<file path="src/design/spcs_defs.vh">
`ifndef SPCS_DEFS_VH
`define SPCS_DEFS_VH
// Unlock cycles
`define SPCS_UNLOCK_A1 12'h555
`define SPCS_UNLOCK_D1 8'haa
`define SPCS_UNLOCK_A2 12'h2aa
`define SPCS_UNLOCK_D2 8'h55
// Space entry codes
`define SPCS_ENT_LOCKREG 8'h40
`define SPCS_ENT_PASSWD 8'h60
`define SPCS_ENT_PERSIST 8'hc0
`define SPCS_ENT_FREEZE 8'h50
`define SPCS_ENT_VOLATILE 8'he0
// Command data
`define SPCS_D_PROG 8'ha0
`define SPCS_D_ERASE 8'h80
`define SPCS_D_ERASE_CONF 8'h30
`define SPCS_D_EXIT1 8'h90
`define SPCS_D_ZERO 8'h00
`define SPCS_D_ONE 8'h01
`define SPCS_D_RESET 8'hf0
`define SPCS_D_UNLK1 8'h25
`define SPCS_D_UNLK2 8'h03
`define SPCS_D_UNLK_CONF 8'h29
// Operation codes on the user port
`define SPCS_OP_LOCK_PROG 4'h0
`define SPCS_OP_LOCK_READ 4'h1
`define SPCS_OP_PW_PROG 4'h2
`define SPCS_OP_PW_READ 4'h3
`define SPCS_OP_PW_UNLOCK 4'h4
`define SPCS_OP_PERS_PROG 4'h5
`define SPCS_OP_PERS_ERASE 4'h6
`define SPCS_OP_PERS_READ 4'h7
`define SPCS_OP_FRZ_CLEAR 4'h8
`define SPCS_OP_FRZ_READ 4'h9
`define SPCS_OP_VOL_SET 4'ha
`define SPCS_OP_VOL_CLEAR 4'hb
`define SPCS_OP_VOL_READ 4'hc
`define SPCS_OP_ID_READ 4'hd
// Bus timing in ns, strobe length rounded up to cycles of the system clock
`define SPCS_T_STROBE_NS 100
`define SPCS_CLK_NS 50
`define SPCS_STROBE_CYC ((`SPCS_T_STROBE_NS + `SPCS_CLK_NS - 1) / `SPCS_CLK_NS)
`define SPCS_ID_PROT_OFS 16'h0002
`define SPCS_SECT_LSB 16
`endif

</file>
<file path="src/design/spcs_host.v">
`timescale 1ns/1ps
`include "spcs_defs.vh"
module spcs_host #(
  parameter AW = 26,
  parameter [15:0] LOCK_VALID_MASK = 16'h0006,
  parameter [15:0] LOCK_MODE_MASK = 16'h0006
) (
  input wire SYS_CLK_I,
  input wire NRST_I,
  input wire CMD_VALID_I,
  input wire [3:0] CMD_OP_I,
  input wire [AW-1:0] CMD_ADDR_I,
  input wire [15:0] CMD_DATA_I,
  input wire [63:0] CMD_PASSWORD_I,
  output reg CMD_READY_O,
  output reg DONE_O,
  output reg ERROR_O,
  output reg [63:0] RESULT_O,
  input wire [15:0] DQ_I,
  output wire [15:0] DQ_O,
  output wire DQ_OE_O,
  output wire [AW-1:0] ADDR_O,
  output wire CE_N_O,
  output wire WE_N_O,
  output wire OE_N_O
);
  localparam S_IDLE = 3'b001;
  localparam S_RUN = 3'b010;
  localparam S_WAIT = 3'b100;
  localparam [4:0] MAXC = 5'd14;
  reg [15:0] dq_meta_reg;
  reg [15:0] dq_sync_reg;
  reg [2:0] st_reg;
  reg [3:0] op_reg;
  reg [AW-1:0] addr_reg;
  reg [15:0] data_reg;
  reg [63:0] pw_reg;
  reg [4:0] idx_reg;
  reg [4:0] len_reg;
  reg go_reg;
  wire done;
  wire [15:0] rdata;
  reg c_wr;
  reg [AW-1:0] c_addr;
  reg [15:0] c_data;
  reg [7:0] ent;
  wire [AW-1:0] sect;
  assign sect = {addr_reg[AW-1:`SPCS_SECT_LSB],
                 {`SPCS_SECT_LSB{1'b0}}};
  always @(posedge SYS_CLK_I) begin
    dq_meta_reg <= DQ_I;
    dq_sync_reg <= dq_meta_reg;
  end
  always @* begin
    case (op_reg)
      `SPCS_OP_LOCK_PROG, `SPCS_OP_LOCK_READ: ent = `SPCS_ENT_LOCKREG;
      `SPCS_OP_PW_PROG, `SPCS_OP_PW_READ,
      `SPCS_OP_PW_UNLOCK: ent = `SPCS_ENT_PASSWD;
      `SPCS_OP_PERS_PROG, `SPCS_OP_PERS_ERASE,
      `SPCS_OP_PERS_READ: ent = `SPCS_ENT_PERSIST;
      `SPCS_OP_FRZ_CLEAR, `SPCS_OP_FRZ_READ: ent = `SPCS_ENT_FREEZE;
      `SPCS_OP_ID_READ: ent = `SPCS_D_EXIT1;
      default: ent = `SPCS_ENT_VOLATILE;
    endcase
  end
  // Cycle sequence: 3 entry cycles, body, then exit
  always @* begin
    c_wr = 1'b1;
    c_addr = {AW{1'b0}};
    c_data = 16'h0000;
    case (idx_reg)
      5'd0: begin
        c_addr = {{(AW-12){1'b0}}, `SPCS_UNLOCK_A1};
        c_data = {8'h00, `SPCS_UNLOCK_D1};
      end
      5'd1: begin
        c_addr = {{(AW-12){1'b0}}, `SPCS_UNLOCK_A2};
        c_data = {8'h00, `SPCS_UNLOCK_D2};
      end
      5'd2: begin
        c_addr = {{(AW-12){1'b0}}, `SPCS_UNLOCK_A1} |
                 (op_reg == `SPCS_OP_ID_READ ? sect : {AW{1'b0}});
        c_data = {8'h00, ent};
      end
      default: begin
        if (idx_reg == len_reg - 5'd1) begin
          c_data = {8'h00, `SPCS_D_RESET};
        end else begin
          case (op_reg)
            `SPCS_OP_LOCK_PROG: begin
              if (idx_reg == 5'd3) c_data = {8'h00, `SPCS_D_PROG};
              else c_data = data_reg;
            end
            `SPCS_OP_PW_PROG: begin
              if (idx_reg == 5'd3) c_data = {8'h00, `SPCS_D_PROG};
              else begin
                c_addr = {{(AW-2){1'b0}}, addr_reg[1:0]};
                c_data = data_reg;
              end
            end
            `SPCS_OP_PW_READ: begin
              c_wr = 1'b0;
              c_addr = {{(AW-5){1'b0}}, idx_reg - 5'd3};
            end
            `SPCS_OP_PW_UNLOCK: begin
              case (idx_reg)
                5'd3: c_data = {8'h00, `SPCS_D_UNLK1};
                5'd4: c_data = {8'h00, `SPCS_D_UNLK2};
                5'd9: c_data = {8'h00, `SPCS_D_UNLK_CONF};
                default: begin
                  c_addr = {{(AW-2){1'b0}}, idx_reg[1:0] - 2'b01};
                  c_data = pw_reg[16*(idx_reg-5'd5) +: 16];
                end
              endcase
            end
            `SPCS_OP_PERS_PROG, `SPCS_OP_FRZ_CLEAR,
            `SPCS_OP_VOL_SET: begin
              if (idx_reg == 5'd3) c_data = {8'h00, `SPCS_D_PROG};
              else begin
                if (op_reg != `SPCS_OP_FRZ_CLEAR) c_addr = sect;
                c_data = {8'h00, `SPCS_D_ZERO};
              end
            end
            `SPCS_OP_VOL_CLEAR: begin
              if (idx_reg == 5'd3) c_data = {8'h00, `SPCS_D_PROG};
              else begin
                c_addr = sect;
                c_data = {8'h00, `SPCS_D_ONE};
              end
            end
            `SPCS_OP_PERS_ERASE: begin
              if (idx_reg == 5'd3) c_data = {8'h00, `SPCS_D_ERASE};
              else c_data = {8'h00, `SPCS_D_ERASE_CONF};
            end
            `SPCS_OP_ID_READ: begin
              c_wr = 1'b0;
              c_addr = sect | {{(AW-16){1'b0}}, `SPCS_ID_PROT_OFS};
            end
            `SPCS_OP_PERS_READ, `SPCS_OP_VOL_READ: begin
              c_wr = 1'b0;
              c_addr = sect;
            end
            default: c_wr = 1'b0;
          endcase
        end
      end
    endcase
  end
  function [4:0] op_len;
    input [3:0] op;
    begin
      case (op)
        `SPCS_OP_LOCK_READ, `SPCS_OP_PERS_READ, `SPCS_OP_FRZ_READ,
        `SPCS_OP_VOL_READ, `SPCS_OP_ID_READ: op_len = 5'd5;
        `SPCS_OP_PW_READ: op_len = 5'd8;
        `SPCS_OP_PW_UNLOCK: op_len = 5'd11;
        default: op_len = 5'd6;
      endcase
    end
  endfunction
  always @(posedge SYS_CLK_I) begin
    go_reg <= 1'b0;
    DONE_O <= 1'b0;
    if (!NRST_I) begin
      st_reg <= S_IDLE;
      op_reg <= 4'h0;
      addr_reg <= {AW{1'b0}};
      data_reg <= 16'h0000;
      pw_reg <= 64'h0;
      idx_reg <= 5'd0;
      len_reg <= 5'd0;
      CMD_READY_O <= 1'b0;
      ERROR_O <= 1'b0;
      RESULT_O <= 64'h0;
    end else begin
      case (st_reg)
        S_IDLE: begin
          CMD_READY_O <= 1'b1;
          if (CMD_VALID_I && CMD_READY_O) begin
            CMD_READY_O <= 1'b0;
            op_reg <= CMD_OP_I;
            addr_reg <= CMD_ADDR_I;
            data_reg <= CMD_DATA_I;
            pw_reg <= CMD_PASSWORD_I;
            RESULT_O <= 64'h0;
            idx_reg <= 5'd0;
            len_reg <= op_len(CMD_OP_I);
            if (CMD_OP_I > `SPCS_OP_ID_READ ||
                (CMD_OP_I == `SPCS_OP_LOCK_PROG &&
                 (~CMD_DATA_I & LOCK_MODE_MASK) == LOCK_MODE_MASK)) begin
              ERROR_O <= 1'b1;
              DONE_O <= 1'b1;
            end else begin
              ERROR_O <= 1'b0;
              go_reg <= 1'b1;
              st_reg <= S_RUN;
            end
          end
        end
        S_RUN: st_reg <= S_WAIT;
        S_WAIT: begin
          if (done) begin
            if (!c_wr) begin
              if (op_reg == `SPCS_OP_PW_READ)
                RESULT_O[16*(idx_reg-5'd3) +: 16] <= rdata;
              else if (op_reg == `SPCS_OP_LOCK_READ)
                RESULT_O[15:0] <= rdata & LOCK_VALID_MASK;
              else
                RESULT_O[15:0] <= {15'h0, rdata[0]};
            end
            if (idx_reg == len_reg - 5'd1 || idx_reg == MAXC) begin
              DONE_O <= 1'b1;
              st_reg <= S_IDLE;
            end else begin
              idx_reg <= idx_reg + 5'd1;
              go_reg <= 1'b1;
              st_reg <= S_RUN;
            end
          end
        end
        default: st_reg <= S_IDLE;
      endcase
    end
  end
  spcs_bus_cycle #(.AW(AW)) u_cycle (
    .clk_i(SYS_CLK_I),
    .nrst_i(NRST_I),
    .go_i(go_reg),
    .wr_i(c_wr),
    .addr_i(c_addr),
    .data_i(c_data),
    .dq_sync_i(dq_sync_reg),
    .done_o(done),
    .rdata_o(rdata),
    .addr_o(ADDR_O),
    .dq_o(DQ_O),
    .dq_oe_o(DQ_OE_O),
    .ce_n_o(CE_N_O),
    .we_n_o(WE_N_O),
    .oe_n_o(OE_N_O)
  );
endmodule

</file>
<file path="src/design/spcs_bus_cycle.v">
`timescale 1ns/1ps
`include "spcs_defs.vh"
// Runs one asynchronous write or read cycle on the flash pins.
module spcs_bus_cycle #(
  parameter AW = 26,
  parameter STROBE = `SPCS_STROBE_CYC
) (
  input wire clk_i,
  input wire nrst_i,
  input wire go_i,
  input wire wr_i,
  input wire [AW-1:0] addr_i,
  input wire [15:0] data_i,
  input wire [15:0] dq_sync_i,
  output reg done_o,
  output reg [15:0] rdata_o,
  output reg [AW-1:0] addr_o,
  output reg [15:0] dq_o,
  output reg dq_oe_o,
  output reg ce_n_o,
  output reg we_n_o,
  output reg oe_n_o
);
  localparam S_IDLE = 3'b001;
  localparam S_STRB = 3'b010;
  localparam S_HOLD = 3'b100;
  reg [2:0] st_reg;
  reg [7:0] cnt_reg;
  reg wr_reg;
  always @(posedge clk_i) begin
    done_o <= 1'b0;
    if (!nrst_i) begin
      st_reg <= S_IDLE;
      cnt_reg <= 8'h00;
      wr_reg <= 1'b0;
      rdata_o <= 16'h0000;
      addr_o <= {AW{1'b0}};
      dq_o <= 16'h0000;
      dq_oe_o <= 1'b0;
      ce_n_o <= 1'b1;
      we_n_o <= 1'b1;
      oe_n_o <= 1'b1;
    end else begin
      case (st_reg)
        S_IDLE: begin
          if (go_i) begin
            wr_reg <= wr_i;
            addr_o <= addr_i;
            dq_o <= data_i;
            dq_oe_o <= wr_i;
            ce_n_o <= 1'b0;
            we_n_o <= ~wr_i;
            oe_n_o <= wr_i;
            cnt_reg <= 8'h00;
            st_reg <= S_STRB;
          end
        end
        S_STRB: begin
          // Read data passes two synchroniser stages, so wait 2 extra
          if (cnt_reg == STROBE[7:0] + 8'h02) begin
            if (!wr_reg)
              rdata_o <= dq_sync_i;
            we_n_o <= 1'b1;
            oe_n_o <= 1'b1;
            ce_n_o <= 1'b1;
            cnt_reg <= 8'h00;
            st_reg <= S_HOLD;
          end else begin
            cnt_reg <= cnt_reg + 8'h01;
          end
        end
        S_HOLD: begin
          dq_oe_o <= 1'b0;
          done_o <= 1'b1;
          st_reg <= S_IDLE;
        end
        default: st_reg <= S_IDLE;
      endcase
    end
  end
endmodule

</file>
<file path="config.mk">
export PLATFORM = sky130hd
export DESIGN_NAME = spcs_host
export DESIGN_NICKNAME = d
export VERILOG_FILES = /design/src/design/spcs_host.v /design/src/design/spcs_bus_cycle.v
export VERILOG_INCLUDE_DIRS = /design/src /design/src/design
export SDC_FILE = /design/constraint.sdc
export NUM_CORES = 1
export LEC_CHECK = 0
export ABC_AREA = 1
export BUFFER_PORTS_ARGS = -buffer_cell sky130_fd_sc_hd__buf_2
export CORE_ASPECT_RATIO = 1.1
export CORE_MARGIN = 4
export CORE_UTILIZATION = 39
export CTS_CLUSTER_DIAMETER = 40
export DETAILED_ROUTE_END_ITERATION = 8
export SLEW_MARGIN = 10
export SYNTH_ARGS = -nofsm -noshare
export SYNTH_HDL_FRONTEND = slang
export SYNTH_SLANG_ARGS = --single-unit
</file>
<file path="constraint.sdc">
create_clock -name SYS_CLK_I -period 6.7 [get_ports SYS_CLK_I]
set_input_delay 1.34 -clock SYS_CLK_I [delete_from_list [all_inputs] [get_ports SYS_CLK_I]]
set_output_delay 1.34 -clock SYS_CLK_I [all_outputs]
set_load 0.005 [all_outputs]
</file>
==> results of run 1 <==
==> per-stage QoR <==
step | cell area (sq um) | hold WS, ns
floorplan | 12460 | 0.3096
global placement | 13680 | 0.3112
detailed placement | 13680 | 0.3128
CTS | 15040 | 0.3288
global route | 15040 | 0.3347
finish | 15040 | 0.3251
==> cells by family (layout without fill, tap and decap cells) <==
logic type,after synthesis,in the layout
simple gates,826,826
compound gates,360,360
flops,278,278
buf+inv,243,439
fa+ha+maj,16,16
xor+xnor,7,7
other cells,1,5
==> cell usage after synthesis (2+ instances only) <==
cell / count / area share, %
sky130_fd_sc_hd__buf_2: 20 / 0.80
sky130_fd_sc_hd__o32ai_1: 5 / 0.35
sky130_fd_sc_hd__or2_2: 3 / 0.15
sky130_fd_sc_hd__nor3_2: 2 / 0.16
sky130_fd_sc_hd__nand4_1: 24 / 1.2
sky130_fd_sc_hd__nor2_2: 5 / 0.25
sky130_fd_sc_hd__xnor2_1: 2 / 0.14
sky130_fd_sc_hd__a221oi_1: 2 / 0.14
sky130_fd_sc_hd__nor3_1: 18 / 0.72
sky130_fd_sc_hd__nor2_4: 4 / 0.36
sky130_fd_sc_hd__nand2_2: 16 / 0.80
sky130_fd_sc_hd__ha_1: 16 / 1.6
sky130_fd_sc_hd__inv_2: 7 / 0.21
sky130_fd_sc_hd__o2111ai_1: 2 / 0.14
sky130_fd_sc_hd__buf_6: 4 / 0.36
sky130_fd_sc_hd__a21oi_2: 8 / 0.56
sky130_fd_sc_hd__clkbuf_1: 65 / 2.0
sky130_fd_sc_hd__buf_4: 11 / 0.66
sky130_fd_sc_hd__nor2_1: 317 / 9.6
sky130_fd_sc_hd__nor3b_1: 4 / 0.24
sky130_fd_sc_hd__dfxtp_1: 278 / 45
sky130_fd_sc_hd__o31ai_1: 7 / 0.42
sky130_fd_sc_hd__nor4_1: 3 / 0.15
sky130_fd_sc_hd__clkinv_1: 3 / 0.090
sky130_fd_sc_hd__xor2_1: 5 / 0.35
sky130_fd_sc_hd__buf_1: 5 / 0.15
sky130_fd_sc_hd__a211oi_1: 7 / 0.42
sky130_fd_sc_hd__o21a_1: 2 / 0.12
sky130_fd_sc_hd__o22ai_1: 15 / 0.75
sky130_fd_sc_hd__o21ai_0: 159 / 6.4
sky130_fd_sc_hd__nand4_2: 2 / 0.20
sky130_fd_sc_hd__nand2_4: 11 / 1.0
sky130_fd_sc_hd__a21oi_1: 139 / 5.6
sky130_fd_sc_hd__a31oi_1: 5 / 0.25
sky130_fd_sc_hd__nand3_1: 133 / 5.3
sky130_fd_sc_hd__inv_1: 127 / 3.8
sky130_fd_sc_hd__nand2_1: 280 / 8.4
sky130_fd_sc_hd__o21ai_1: 2 / 0.080
==> metal layers <==
metal / part of all wire, % / track usage (%) / vias up
met2: 46 / 33.07 / 383
met4: 2.8 / 6.397 / 10
met1: 44 / 28.65 / 5480
met5: 0.18 / 0 / -
met3: 6.9 / 4.376 / 75
li1: - / - / 6023
==> final cells by class <==
cell class | instances | area share, %
multi-input combinational | 1214 | 39.14
sequential | 278 | 37.00
timing repair buffer | 231 | 7.852
clock buffer | 44 | 6.813
tap | 420 | 3.494
inverter | 137 | 3.427
clock inverter | 27 | 2.271
==> power by group <==
group / total [W] / switching, W / internal (W)
logic: 0.000569 / 0.000387 / 0.000182
clock network: 0.00214 / 0.000795 / 0.00135
registers: 0.00181 / 0.0000574 / 0.00175
==> path summary, 6_finish.rpt <==
| check | from | endpoint | slack, ns | depth (start not counted) |
|---|---|---|---|---|
| hold reg to reg | dq_meta_reg[2] | dq_sync_reg[2] | 0.33 | 0 |
| setup / recovery | idx_reg[1] | RESULT_O[32] | 2.28 | 21 |
| setup reg to reg | idx_reg[1] | RESULT_O[32] | 2.28 | 21 |
| hold / removal | dq_meta_reg[2] | dq_sync_reg[2] | 0.33 | 0 |
==> summary.txt, run 1 <==
FLOORPLANNING
------------------------------------------------------------------------------------
Chip height                                                                 195.4 um
DIE AREA                                                                0.03484 sq mm
Effective utilization at floorplan                                            39.64%
Core area                                                               0.03140 sq mm
# rows                                                                            68
I/O pin count                                                                    242
Width of the die                                                            178.3 um

LAYOUT
------------------------------------------------------------------------------------
Fraction of final layout cells sized beyond drive strength 1                  19.06%
# diodes                                                                           0
Most common cell after layout, fill and taps aside                      sky130_fd_sc_hd__nor2_1
Final Core Density                                                            47.91%
Commonest cells after routing, fill and taps aside                      sky130_fd_sc_hd__nor2_1 (316), sky130_fd_sc_hd__nand2_1 (280), sky130_fd_sc_hd__dfxtp_1 (278), sky130_fd_sc_hd__buf_2 (221), sky130_fd_sc_hd__o21ai_0 (159)
Area of the multi-input gates                                           0.005888 sq mm
Area growth from synthesis to final layout                                    20.86%
Sequential cell area                                                    0.005565 sq mm
Total of fill cells in the finished design                                     3,213
Layout Cells excl Fill                                                         2,351
Net count reported at finish                                                   2,046

POWER
------------------------------------------------------------------------------------
PD cells                                                                300.8 mW/mm^2
IR Drop Worst-Case VDD                                                   0.0001633 V
Leakage power figure                                                        6.646 nW
Power after layout                                                        0.004525 W

STA
------------------------------------------------------------------------------------
RSZ-0062 raised after global routing                                           false
Final clock period utilization by the worst path                              65.93%
Max-slew violation count                                                           0
Worst setup margin                                                          2.282 ns
Normalized max-slew margin                                                    25.80%
Final Setup Violations                                                             0
Setup skew after layout                                                   0.01114 ns
Hold violation total from the final report                                         0
Max Fclk                                                                   226.4 MHz
Measured slew at the worst slew-check pin                                   1.113 ns
Sum of negative setup slack                                                     0 ns
Time the final worst path needs with I/O delays and setup                   4.418 ns

PLACEMENT
------------------------------------------------------------------------------------
Instance count after placement with tap cells included                         2,280
Number of buffer cells added on primary ports                                    222
Routability cong.                                                             0.8742
Post-detailed-placement half-perimeter wirelength                          25,800 um
Worst setup timing slack at the placement stage                             2.275 ns

SETUP PATH
------------------------------------------------------------------------------------
Data arrival time at the worst-slack endpoint                                4.84 ns
Standard cell with the maximum stage delay on the critical path         sky130_fd_sc_hd__ha_1
Crit end category                                                          flip-flop
Critical path data required time                                             7.12 ns
Number of buffer and inverter instances along the worst setup path                 3
Largest fanout on the critical path                                               32
Critical path cell sequence                                             inv_1 > ha_1 > nor2_1 > inv_2 > nor2_4 > nand2_4 > nor2_1 > inv_1 > ha_1 > nor2_1 > nand2_1 > nor2_1 > nand3_1 > nand2_1 > nand2_2 > nor2_4 > nand4_2 > nand2_1 > nand2_2 > nor2_1 > nor2_1
Worst setup path category                                                 reg -> reg
Critical path launch point type                                            flip-flop
Slowest Stage Delay on Critical Path                                         0.60 ns
Cell repeated most along the worst path                                 sky130_fd_sc_hd__nor2_1
Family of cells with the greatest summed delay on the critical path     simple AND/OR/NAND/NOR gates

ROUTING
------------------------------------------------------------------------------------
Count of nets left with antenna violations after detail routing                    0
Routed len/inst                                                             15.96 um
Via total after detailed routing                                              11,971
Detailed Routing Iterations Pass 1                                                 5
Number of remaining DRC errors                                                     0
Final wirelength                                                           37,530 um
DRT iter0 DRCs                                                                   953
Vias per inst                                                                  5.092

SYNTHESIS
------------------------------------------------------------------------------------
Post-synthesis async set-or-reset flop share                                      0%
Sequential cell area fraction in the yosys report                             44.72%
Combinational family with the most area after synthesis                 simple AND/OR/NAND/NOR gates
Post-Synth Simple-Gate Area                                                   29.13%
Distinct cell type count of the synthesized netlist                               51
Average cell area after synthesis                                        7.190 sq um
Total standard cell area after synthesis                                0.01245 sq mm
Share of the synthesized area in compound gates (AO/OA/AOI/OAI)               15.78%
Number of enable flip-flop cells after synthesis                                   0
Most used DFF post-synth                                                sky130_fd_sc_hd__dfxtp_1
Instance count of the mapped netlist                                           1,731
Number of register bits inferred by synthesis                                    278
Xor/xnor share of the synthesized area                                       0.4926%
Multiplexer area fraction after synthesis                                         0%
Ys Warns                                                                           0
Adder-Cell Fraction of Synth Area                                             1.609%

FLOW RUN
------------------------------------------------------------------------------------
Max-cap viol count                                                                 0

CTS
------------------------------------------------------------------------------------
Clock Root Buffer                                                       sky130_fd_sc_hd__clkbuf_16
Maximum count of clock buffers along a single path                                 3
Clock sink count                                                                 278
Total number of H-tree levels                                                      2
Number of buffers inserted during clock tree synthesis                            39
Clock tree from TritonCTS                                                      built
Post-CTS Setup Bufs                                                                0
Number of buffers inserted for hold repair after clock tree synthesis              0
CTS resizes                                                                        0
Clk_lat worst skew                                                           0.53 ns
Clock transition at the registers of the reported paths                      0.06 ns

RUN STATUS
------------------------------------------------------------------------------------
Status                                                                  complete, no violations

MIN PATH
------------------------------------------------------------------------------------
Classification of the worst-slack hold path                               reg -> reg

GLOBAL ROUTING
------------------------------------------------------------------------------------
Gr ovfl total                                                                      0
Maximum number of pins on one net before global-route repair                     113
Global-route wire length before repair                                     59,320 um
Vias in the first global route                                                11,201
Initial antenna violation count                                                    5
Total routing usage reported by global routing                                20.89%

No activity file was read; power rests on OpenSTA's default activity.
==> run 2, diff against run 1 <==
ABC_AREA = 0   (was 1)
clock period = 4.2 ns   (was 6.7 ns; I/O delays follow)
==> run 2 against run 1 <==
  * Fmax up 16%
  * Critical endpoint unchanged
  * Sequential share of layout area up 1.4 points
  * Non-clock buffer count increased by 17
  * Wire length shrank 13%
  * Worst setup slack lost 1.9 ns
  * Core utilization grew 0.98 points
  * Largest cell class is now flip-flops and latches
  * First-iteration DRC count fell by 36%
==> summary.txt, run 2 <==
POWER
------------------------------------------------------------------------------------
Combinational cell fraction of total power                                     15.9%
PD cells                                                                537.5 mW/mm^2
Part of the total power dissipated in sequential elements                      39.7%
Net Sw Frac                                                                   28.95%
Switching power                                                           0.002255 W
Leakage power figure                                                        5.654 nW
Cell internal power dissipation                                           0.005536 W
Clk network pwr share                                                          44.5%
IR Drop Worst-Case VDD                                                   0.0003270 V

SYNTHESIS
------------------------------------------------------------------------------------
Post-synth top area share                                                     47.37%
Xor/xnor share of the synthesized area                                        1.108%
Most used DFF post-synth                                                sky130_fd_sc_hd__dfxtp_1
Number of enable flip-flop cells after synthesis                                   0
Share of the synthesized area in compound gates (AO/OA/AOI/OAI)               18.83%
Total standard cell area after synthesis                                0.01175 sq mm
Largest area contributor in the synthesized netlist                     sky130_fd_sc_hd__dfxtp_1
Ys Warns                                                                           0
Instance count of the mapped netlist                                           1,329
Distinct cell type count of the synthesized netlist                               80
Number of register bits inferred by synthesis                                    278
Post-synthesis async set-or-reset flop share                                      0%
Top cells by instance count after synthesis                             sky130_fd_sc_hd__dfxtp_1 (278), sky130_fd_sc_hd__nand2_1 (273), sky130_fd_sc_hd__a21oi_1 (142)
Post-Synth Simple-Gate Area                                                   19.62%
Most numerous cell in the Yosys netlist                                 sky130_fd_sc_hd__dfxtp_1
Combinational family with the most area after synthesis                 simple AND/OR/NAND/NOR gates
Multiplexer area fraction after synthesis                                     5.144%
Average cell area after synthesis                                        8.839 sq um
Most area-consuming cells after synthesis                               sky130_fd_sc_hd__dfxtp_1 (47%), sky130_fd_sc_hd__nand2_1 (8.7%), sky130_fd_sc_hd__a21oi_1 (6.0%)
Sequential cell area fraction in the yosys report                             47.37%
Adder-Cell Fraction of Synth Area                                             1.704%

STA
------------------------------------------------------------------------------------
Time the final worst path needs with I/O delays and setup                   3.808 ns
Sum of negative setup slack                                                     0 ns
Setup skew after layout                                                   0.01541 ns
Max-slew violation count                                                           0
Hold violation total from the final report                                         0
Normalized max-slew margin                                                    30.71%
RSZ-0062 raised after global routing                                           false
Max Fclk                                                                   262.6 MHz
Measured slew at the worst slew-check pin                                   1.038 ns
Final clock period utilization by the worst path                              90.66%
Final Setup Violations                                                             0

LAYOUT
------------------------------------------------------------------------------------
Total of fill cells in the finished design                                     2,873
Commonest cells after routing, fill and taps aside                      sky130_fd_sc_hd__dfxtp_1 (277), sky130_fd_sc_hd__nand2_1 (273), sky130_fd_sc_hd__buf_2 (222), sky130_fd_sc_hd__a21oi_1 (142), sky130_fd_sc_hd__nor2_1 (69)
Most common cell after layout, fill and taps aside                      sky130_fd_sc_hd__dfxtp_1
Area growth from synthesis to final layout                                    23.38%
Sequential cell area                                                    0.005567 sq mm
Fraction of final layout cells sized beyond drive strength 1                  24.26%
Net count reported at finish                                                   1,667
Layout Cells excl Fill                                                         1,929
Area of the multi-input gates                                           0.005508 sq mm

ROUTING
------------------------------------------------------------------------------------
Via total after detailed routing                                              10,180
Vias per inst                                                                  5.277
Count of nets left with antenna violations after detail routing                    0
Number of remaining DRC errors                                                     0
Final wirelength                                                           32,750 um
DRT iter0 DRCs                                                                   606
Routed len/inst                                                             16.98 um
Detailed Routing Iterations Pass 1                                                 5

MIN PATH
------------------------------------------------------------------------------------
Hold Path Cell Cnt                                                                 0
Worst Hold End                                                          dq_sync_reg[6]
Hold Startpoint                                                         dq_meta_reg[6]
Classification of the worst-slack hold path                               reg -> reg

PLACEMENT
------------------------------------------------------------------------------------
Instance count after placement with tap cells included                         1,853
Number of buffer cells added on primary ports                                    222
Post-detailed-placement half-perimeter wirelength                          22,790 um
Routability cong.                                                             0.8613

SETUP PATH
------------------------------------------------------------------------------------
Number of buffer and inverter instances along the worst setup path                 1
Family of cells with the greatest summed delay on the critical path     simple AND/OR/NAND/NOR gates
Worst setup path category                                                 reg -> reg
Data arrival time at the worst-slack endpoint                                4.22 ns
End of the worst register-to-register path                              RESULT_O[32]
Critical path launch point type                                            flip-flop
Worst Reg-to-Reg Cells                                                            13
Setup slack, reg-to-reg                                                      0.39 ns
Critical path data required time                                             4.61 ns
Critical path cell sequence                                             inv_1 > ha_1 > nand2b_2 > nor2_1 > nand2_1 > ha_1 > nor4b_2 > nand4_1 > or3_1 > mux2i_1 > nand4_1 > a21o_1 > a22o_1
Logic depth of the worst path, buffers included                                   13
Standard cell with the maximum stage delay on the critical path         sky130_fd_sc_hd__a21o_1
Slowest Stage Delay on Critical Path                                         0.45 ns
Reg-to-reg startpoint                                                     idx_reg[0]
Largest fanout on the critical path                                               16
Crit end category                                                          flip-flop

FLOORPLANNING
------------------------------------------------------------------------------------
Effective utilization at floorplan                                            39.63%
I/O pin count                                                                    242
Chip height                                                                 190.0 um
Width of the die                                                            173.5 um
DIE AREA                                                                0.03297 sq mm
# rows                                                                            66
Core area                                                               0.02965 sq mm

CTS
------------------------------------------------------------------------------------
Number of buffers inserted during clock tree synthesis                            41
Clock sink count                                                                 278
Number of buffers inserted for hold repair after clock tree synthesis              0
Maximum count of clock buffers along a single path                                 3
Clock Root Buffer                                                       sky130_fd_sc_hd__clkbuf_16
Total number of H-tree levels                                                      2
Clock transition at the registers of the reported paths                      0.06 ns
CTS resizes                                                                        0
Clk_lat worst skew                                                           0.52 ns
Clock tree from TritonCTS                                                      built
Post-CTS Setup Bufs                                                                0

FLOW RUN
------------------------------------------------------------------------------------
Max-cap viol count                                                                 0

GLOBAL ROUTING
------------------------------------------------------------------------------------
Initial antenna violation count                                                    1
Total routing usage reported by global routing                                19.29%
Maximum number of pins on one net before global-route repair                      81
Vias in the first global route                                                 9,831
Global-route wire length before repair                                     52,870 um
Gr ovfl total                                                                      0

RUN STATUS
------------------------------------------------------------------------------------
Status                                                                  complete, no violations

run 2: changes by cell type after synthesis, moves of 12 or more:
cell / delta
sky130_fd_sc_hd__o21ai_0: -118
sky130_fd_sc_hd__nand3_1: -103
sky130_fd_sc_hd__buf_2: -13
sky130_fd_sc_hd__inv_1: -67
sky130_fd_sc_hd__nor2_1: -246
sky130_fd_sc_hd__nand2_2: -16
sky130_fd_sc_hd__a22o_1: +32
sky130_fd_sc_hd__mux4_2: +16
sky130_fd_sc_hd__mux2i_1: +23
sky130_fd_sc_hd__a22oi_1: +12
run 2: worst max-delay path by stage:
stage	start	to	slack, ns
6_report	idx_reg[0]	RESULT_O[32]	0.39
5_1_grt	idx_reg[1]	RESULT_O[34]	0.14
4_1_cts	idx_reg[0]	RESULT_O[34]	0.40
3_5_place_dp	idx_reg[0]	RESULT_O[40]	0.41
3_3_place_gp	idx_reg[0]	RESULT_O[44]	0.46
2_1_floorplan	idx_reg[0]	RESULT_O[38]	0.50
run 2: cell families after synthesis:
kind of cell             count (synthesis)
flip-flops                             278
other                                    1
multiplexers                            40
AND/OR/NAND/NOR                        496
buffers and inverters                  162
AO/OA/AOI/OAI                          322
XOR/XNOR                                14
adder cells (fa/ha/maj)                 16
run 2: cell type report:
cell class                      count  area share [%]
Antenna cell                        1         0.01727
Clock buffer                       51           7.614
Clock inverter                     24           2.150
Inverter                           60           1.571
Multi-Input combinational cell    893           38.00
Sequential cell                   278           38.41
Tap cell                          374           3.229
Timing Repair Buffer              248           9.012
run 2: power groups by stage:
| stage | Sequential (W) | Combinational [W] | Clock (W) |
|---|---|---|---|
| final | 0.00309 | 0.00124 | 0.00346 |
| after detailed placement | 0.00314 | 0.00124 | 0 |
| after global routing | 0.00313 | 0.00140 | 0.00365 |
| after global placement | 0.00313 | 0.00123 | 0 |
| after CTS | 0.00309 | 0.00125 | 0.00353 |
| after floorplan | 0.00307 | 0.000877 | 0 |
run 2: metrics by stage:
| stage | cell area, sq um | hold WS, ns | util, % | power (W) | worst slack (ns) |
|---|---|---|---|---|---|
| floorplan | 11760 | 0.3096 | - | 0.003949 | 0.4985 |
| global placement | 13080 | 0.3114 | 44.11 | 0.004366 | 0.4612 |
| detailed placement | 13080 | 0.3132 | 44.11 | 0.004386 | 0.4062 |
| CTS | 14490 | 0.3195 | 48.88 | 0.007873 | 0.3982 |
| global route | 14490 | 0.3274 | 48.88 | 0.008183 | 0.1426 |
| finish | 14490 | 0.3160 | 48.89 | 0.007791 | 0.3924 |
run 2: layer usage:
metal	vias up	track usage, %	wire (um)
met5	-	0	0
met4	0	4.912	696
met3	58	4.591	2214
met2	320	31.54	15020
met1	4790	25.88	14810
li1	5012	-	-
run 2: worst reg2reg max path, cell delays in order, from the launching register on:
cell,delay (ns)
sky130_fd_sc_hd__dfxtp_2,0.36
sky130_fd_sc_hd__inv_1,0.12
sky130_fd_sc_hd__ha_1,0.32
sky130_fd_sc_hd__nand2b_2,0.20
sky130_fd_sc_hd__nor2_1,0.16
sky130_fd_sc_hd__nand2_1,0.10
sky130_fd_sc_hd__ha_1,0.32
sky130_fd_sc_hd__nor4b_2,0.34
sky130_fd_sc_hd__nand4_1,0.15
sky130_fd_sc_hd__or3_1,0.39
sky130_fd_sc_hd__mux2i_1,0.23
sky130_fd_sc_hd__nand4_1,0.22
sky130_fd_sc_hd__a21o_1,0.45
sky130_fd_sc_hd__a22o_1,0.32
==> run 3, diff against run 2 <==
SYNTH_HIERARCHICAL = 1   (was not set)
==> run 3 against run 2 <==
  * Worst hold slack improved by 0.0081 ns
  * Non-clock buffer count up 7
  * Sequential power up 4%
  * Fmax up 0.78%
  * Flip-flop and latch count is 9 higher
  * Largest power group unchanged
==> summary.txt, run 3 <==
LAYOUT
------------------------------------------------------------------------------------
Most common cell after layout, fill and taps aside                      sky130_fd_sc_hd__nand2_1
Area growth from synthesis to final layout                                    22.95%
Net count reported at finish                                                   1,795
# diodes                                                                           0
Layout Cells excl Fill                                                         2,100
Total of fill cells in the finished design                                     3,024
Fraction of final layout cells sized beyond drive strength 1                  21.90%
Commonest cells after routing, fill and taps aside                      sky130_fd_sc_hd__nand2_1 (423), sky130_fd_sc_hd__dfxtp_1 (285), sky130_fd_sc_hd__buf_2 (226), sky130_fd_sc_hd__a21boi_0 (141), sky130_fd_sc_hd__mux2i_1 (53)
Area of all placed cells without fillers                                0.01538 sq mm

CTS
------------------------------------------------------------------------------------
Clk_lat worst skew                                                           0.53 ns
Clock Root Buffer                                                       sky130_fd_sc_hd__clkbuf_16
Number of buffers inserted during clock tree synthesis                            39
Clock tree from TritonCTS                                                      built
Clock sink count                                                                 287
Maximum count of clock buffers along a single path                                 3
Total number of H-tree levels                                                      2
Number of buffers inserted for hold repair after clock tree synthesis              0
Clock transition at the registers of the reported paths                      0.06 ns

ROUTING
------------------------------------------------------------------------------------
DRT iter0 DRCs                                                                   684
Detailed Routing Iterations Pass 1                                                 5
Via total after detailed routing                                              10,758
Final wirelength                                                           34,480 um
Count of nets left with antenna violations after detail routing                    0
Number of remaining DRC errors                                                     0
Routed len/inst                                                             16.42 um
Vias per inst                                                                  5.123

SETUP PATH
------------------------------------------------------------------------------------
Number of buffer and inverter instances along the worst setup path                 1
Critical path cell sequence                                             nand2_1 > xnor2_1 > nand2_1 > nor2_1 > a21oi_1 > or3_1 > ha_1 > nor4bb_1 > nand2_1 > nor4_1 > nand4_1 > a2111oi_4 > buf_12 > mux2i_1
Cell repeated most along the worst path                                 sky130_fd_sc_hd__nand2_1
Crit end category                                                          flip-flop
Slowest Stage Delay on Critical Path                                         0.48 ns
Worst setup path category                                                 reg -> reg
Critical path data required time                                             4.64 ns
Critical path launch point type                                            flip-flop
Largest fanout on the critical path                                               16
Family of cells with the greatest summed delay on the critical path     simple AND/OR/NAND/NOR gates
Data arrival time at the worst-slack endpoint                                4.22 ns
Standard cell with the maximum stage delay on the critical path         sky130_fd_sc_hd__a2111oi_4

SYNTHESIS
------------------------------------------------------------------------------------
Number of register bits inferred by synthesis                                    287
Most numerous cell in the Yosys netlist                                 sky130_fd_sc_hd__nand2_1
Post-synth top area share                                                     45.93%
Most area-consuming cells after synthesis                               sky130_fd_sc_hd__dfxtp_1 (46%), sky130_fd_sc_hd__nand2_1 (13%), sky130_fd_sc_hd__a21boi_0 (8.5%)
Number of enable flip-flop cells after synthesis                                   0
Most used DFF post-synth                                                sky130_fd_sc_hd__dfxtp_1
Total standard cell area after synthesis                                0.01251 sq mm
Post-synthesis async set-or-reset flop share                                      0%
Sequential cell area fraction in the yosys report                             45.93%
Instance count of the mapped netlist                                           1,455
Top cells by instance count after synthesis                             sky130_fd_sc_hd__nand2_1 (423), sky130_fd_sc_hd__dfxtp_1 (287), sky130_fd_sc_hd__a21boi_0 (141)
Largest area contributor in the synthesized netlist                     sky130_fd_sc_hd__dfxtp_1
Distinct cell type count of the synthesized netlist                               78
Ys Warns                                                                           6
Average cell area after synthesis                                        8.597 sq um

STA
------------------------------------------------------------------------------------
Time the final worst path needs with I/O delays and setup                   3.778 ns
Max Fclk                                                                   264.7 MHz
RSZ-0062 raised after global routing                                           false
Setup skew after layout                                                   0.01838 ns
Final Setup Violations                                                             0
Sum of negative setup slack                                                     0 ns
Max-slew violation count                                                           0
Final clock period utilization by the worst path                              89.96%
Measured slew at the worst slew-check pin                                  0.9673 ns
Hold violation total from the final report                                         0
Normalized max-slew margin                                                    35.52%
Worst setup margin                                                         0.4218 ns

PLACEMENT
------------------------------------------------------------------------------------
Instance count after placement with tap cells included                         2,029
Routability cong.                                                             0.8356
Area after detailed placement                                           0.01403 sq mm
Number of buffer cells added on primary ports                                    227
Post-detailed-placement half-perimeter wirelength                          23,420 um
Worst setup timing slack at the placement stage                            0.3534 ns

POWER
------------------------------------------------------------------------------------
IR Drop Worst-Case VDD                                                   0.0002805 V
Power after layout                                                        0.008166 W
Leakage power figure                                                        5.825 nW
PD cells                                                                531.0 mW/mm^2

FLOORPLANNING
------------------------------------------------------------------------------------
Effective utilization at floorplan                                            39.73%
Core area                                                               0.03148 sq mm
Width of the die                                                            178.8 um
Chip height                                                                 195.8 um
DIE AREA                                                                0.03501 sq mm
I/O pin count                                                                    242
# rows                                                                            68

MIN PATH
------------------------------------------------------------------------------------
Classification of the worst-slack hold path                               reg -> reg

GLOBAL ROUTING
------------------------------------------------------------------------------------
Global-route wire length before repair                                     54,940 um
Total routing usage reported by global routing                                19.24%
Initial antenna violation count                                                    1
Gr ovfl total                                                                      0
Vias in the first global route                                                10,331
Maximum number of pins on one net before global-route repair                      83

RUN STATUS
------------------------------------------------------------------------------------
Status                                                                  complete, no violations

FLOW RUN
------------------------------------------------------------------------------------
Max-cap viol count                                                                 0

-- run 3: logic make-up (layout without fill, tap and decap cells) --
family | count (synthesis) | count (layout) | share of synthesized area (%)
adders and majority gates | 16 | 16 | 1.600
and+or+nand+nor | 614 | 614 | 21.75
AOI/OAI and AO/OA | 309 | 309 | 17.69
other | 1 | 5 | 0.02998
muxes | 73 | 73 | 7.512
DFF | 287 | 287 | 45.93
buffers and inverters | 143 | 364 | 4.651
xor gates and xnor gates | 12 | 12 | 0.8402
-- run 3: worst paths after layout --
check,start,end,slack [ns],cells past startpoint
worst max-delay path,idx_reg[1],RESULT_O[19],0.42,14
worst min register to register,dq_meta_reg[4],dq_sync_reg[4],0.32,0
worst min-delay path,dq_meta_reg[4],dq_sync_reg[4],0.32,0
worst max register to register,idx_reg[1],RESULT_O[19],0.42,14
-- run 3: routing by layer --
layer / part of all wire (%) / GRT usage (%)
met1: 45 / 26.02
met2: 48 / 32.10
met3: 5.3 / 3.353
met4: 1.7 / 4.549
met5: 0.020 / 0
-- run 3: final cells by class --
cell class / instances / area [sq um] / area share (%)
Clock buffer: 49 / 1105 / 7.184
Inverter: 38 / 142.6 / 0.9275
Sequential cell: 287 / 5748 / 37.38
Timing Repair Buffer: 255 / 1378 / 8.958
Tap cell: 420 / 525.5 / 3.417
Clock inverter: 22 / 237.7 / 1.546
Multi-Input combinational cell: 1029 / 6242 / 40.59
-- run 3: repair_timing --
item,CTS,global route
setup endpoints to repair,0,2
resized for setup,0,1
setup buffers,0,0
-- run 3: stage by stage --
step / hold slack, ns / utilization, %
after detailed placement: 0.3135 / 44.58
after floorplan: 0.3096 / -
after CTS: 0.3237 / 48.85
final: 0.3240 / 48.85
after global routing: 0.3292 / 48.85
after global placement: 0.3123 / 44.58
-- run 3: where the power goes --
part	total, W	switching, W	internal (W)
Combinational	0.00163	0.00104	0.000586
Sequential	0.00321	0.000200	0.00301
Clock	0.00333	0.00126	0.00207
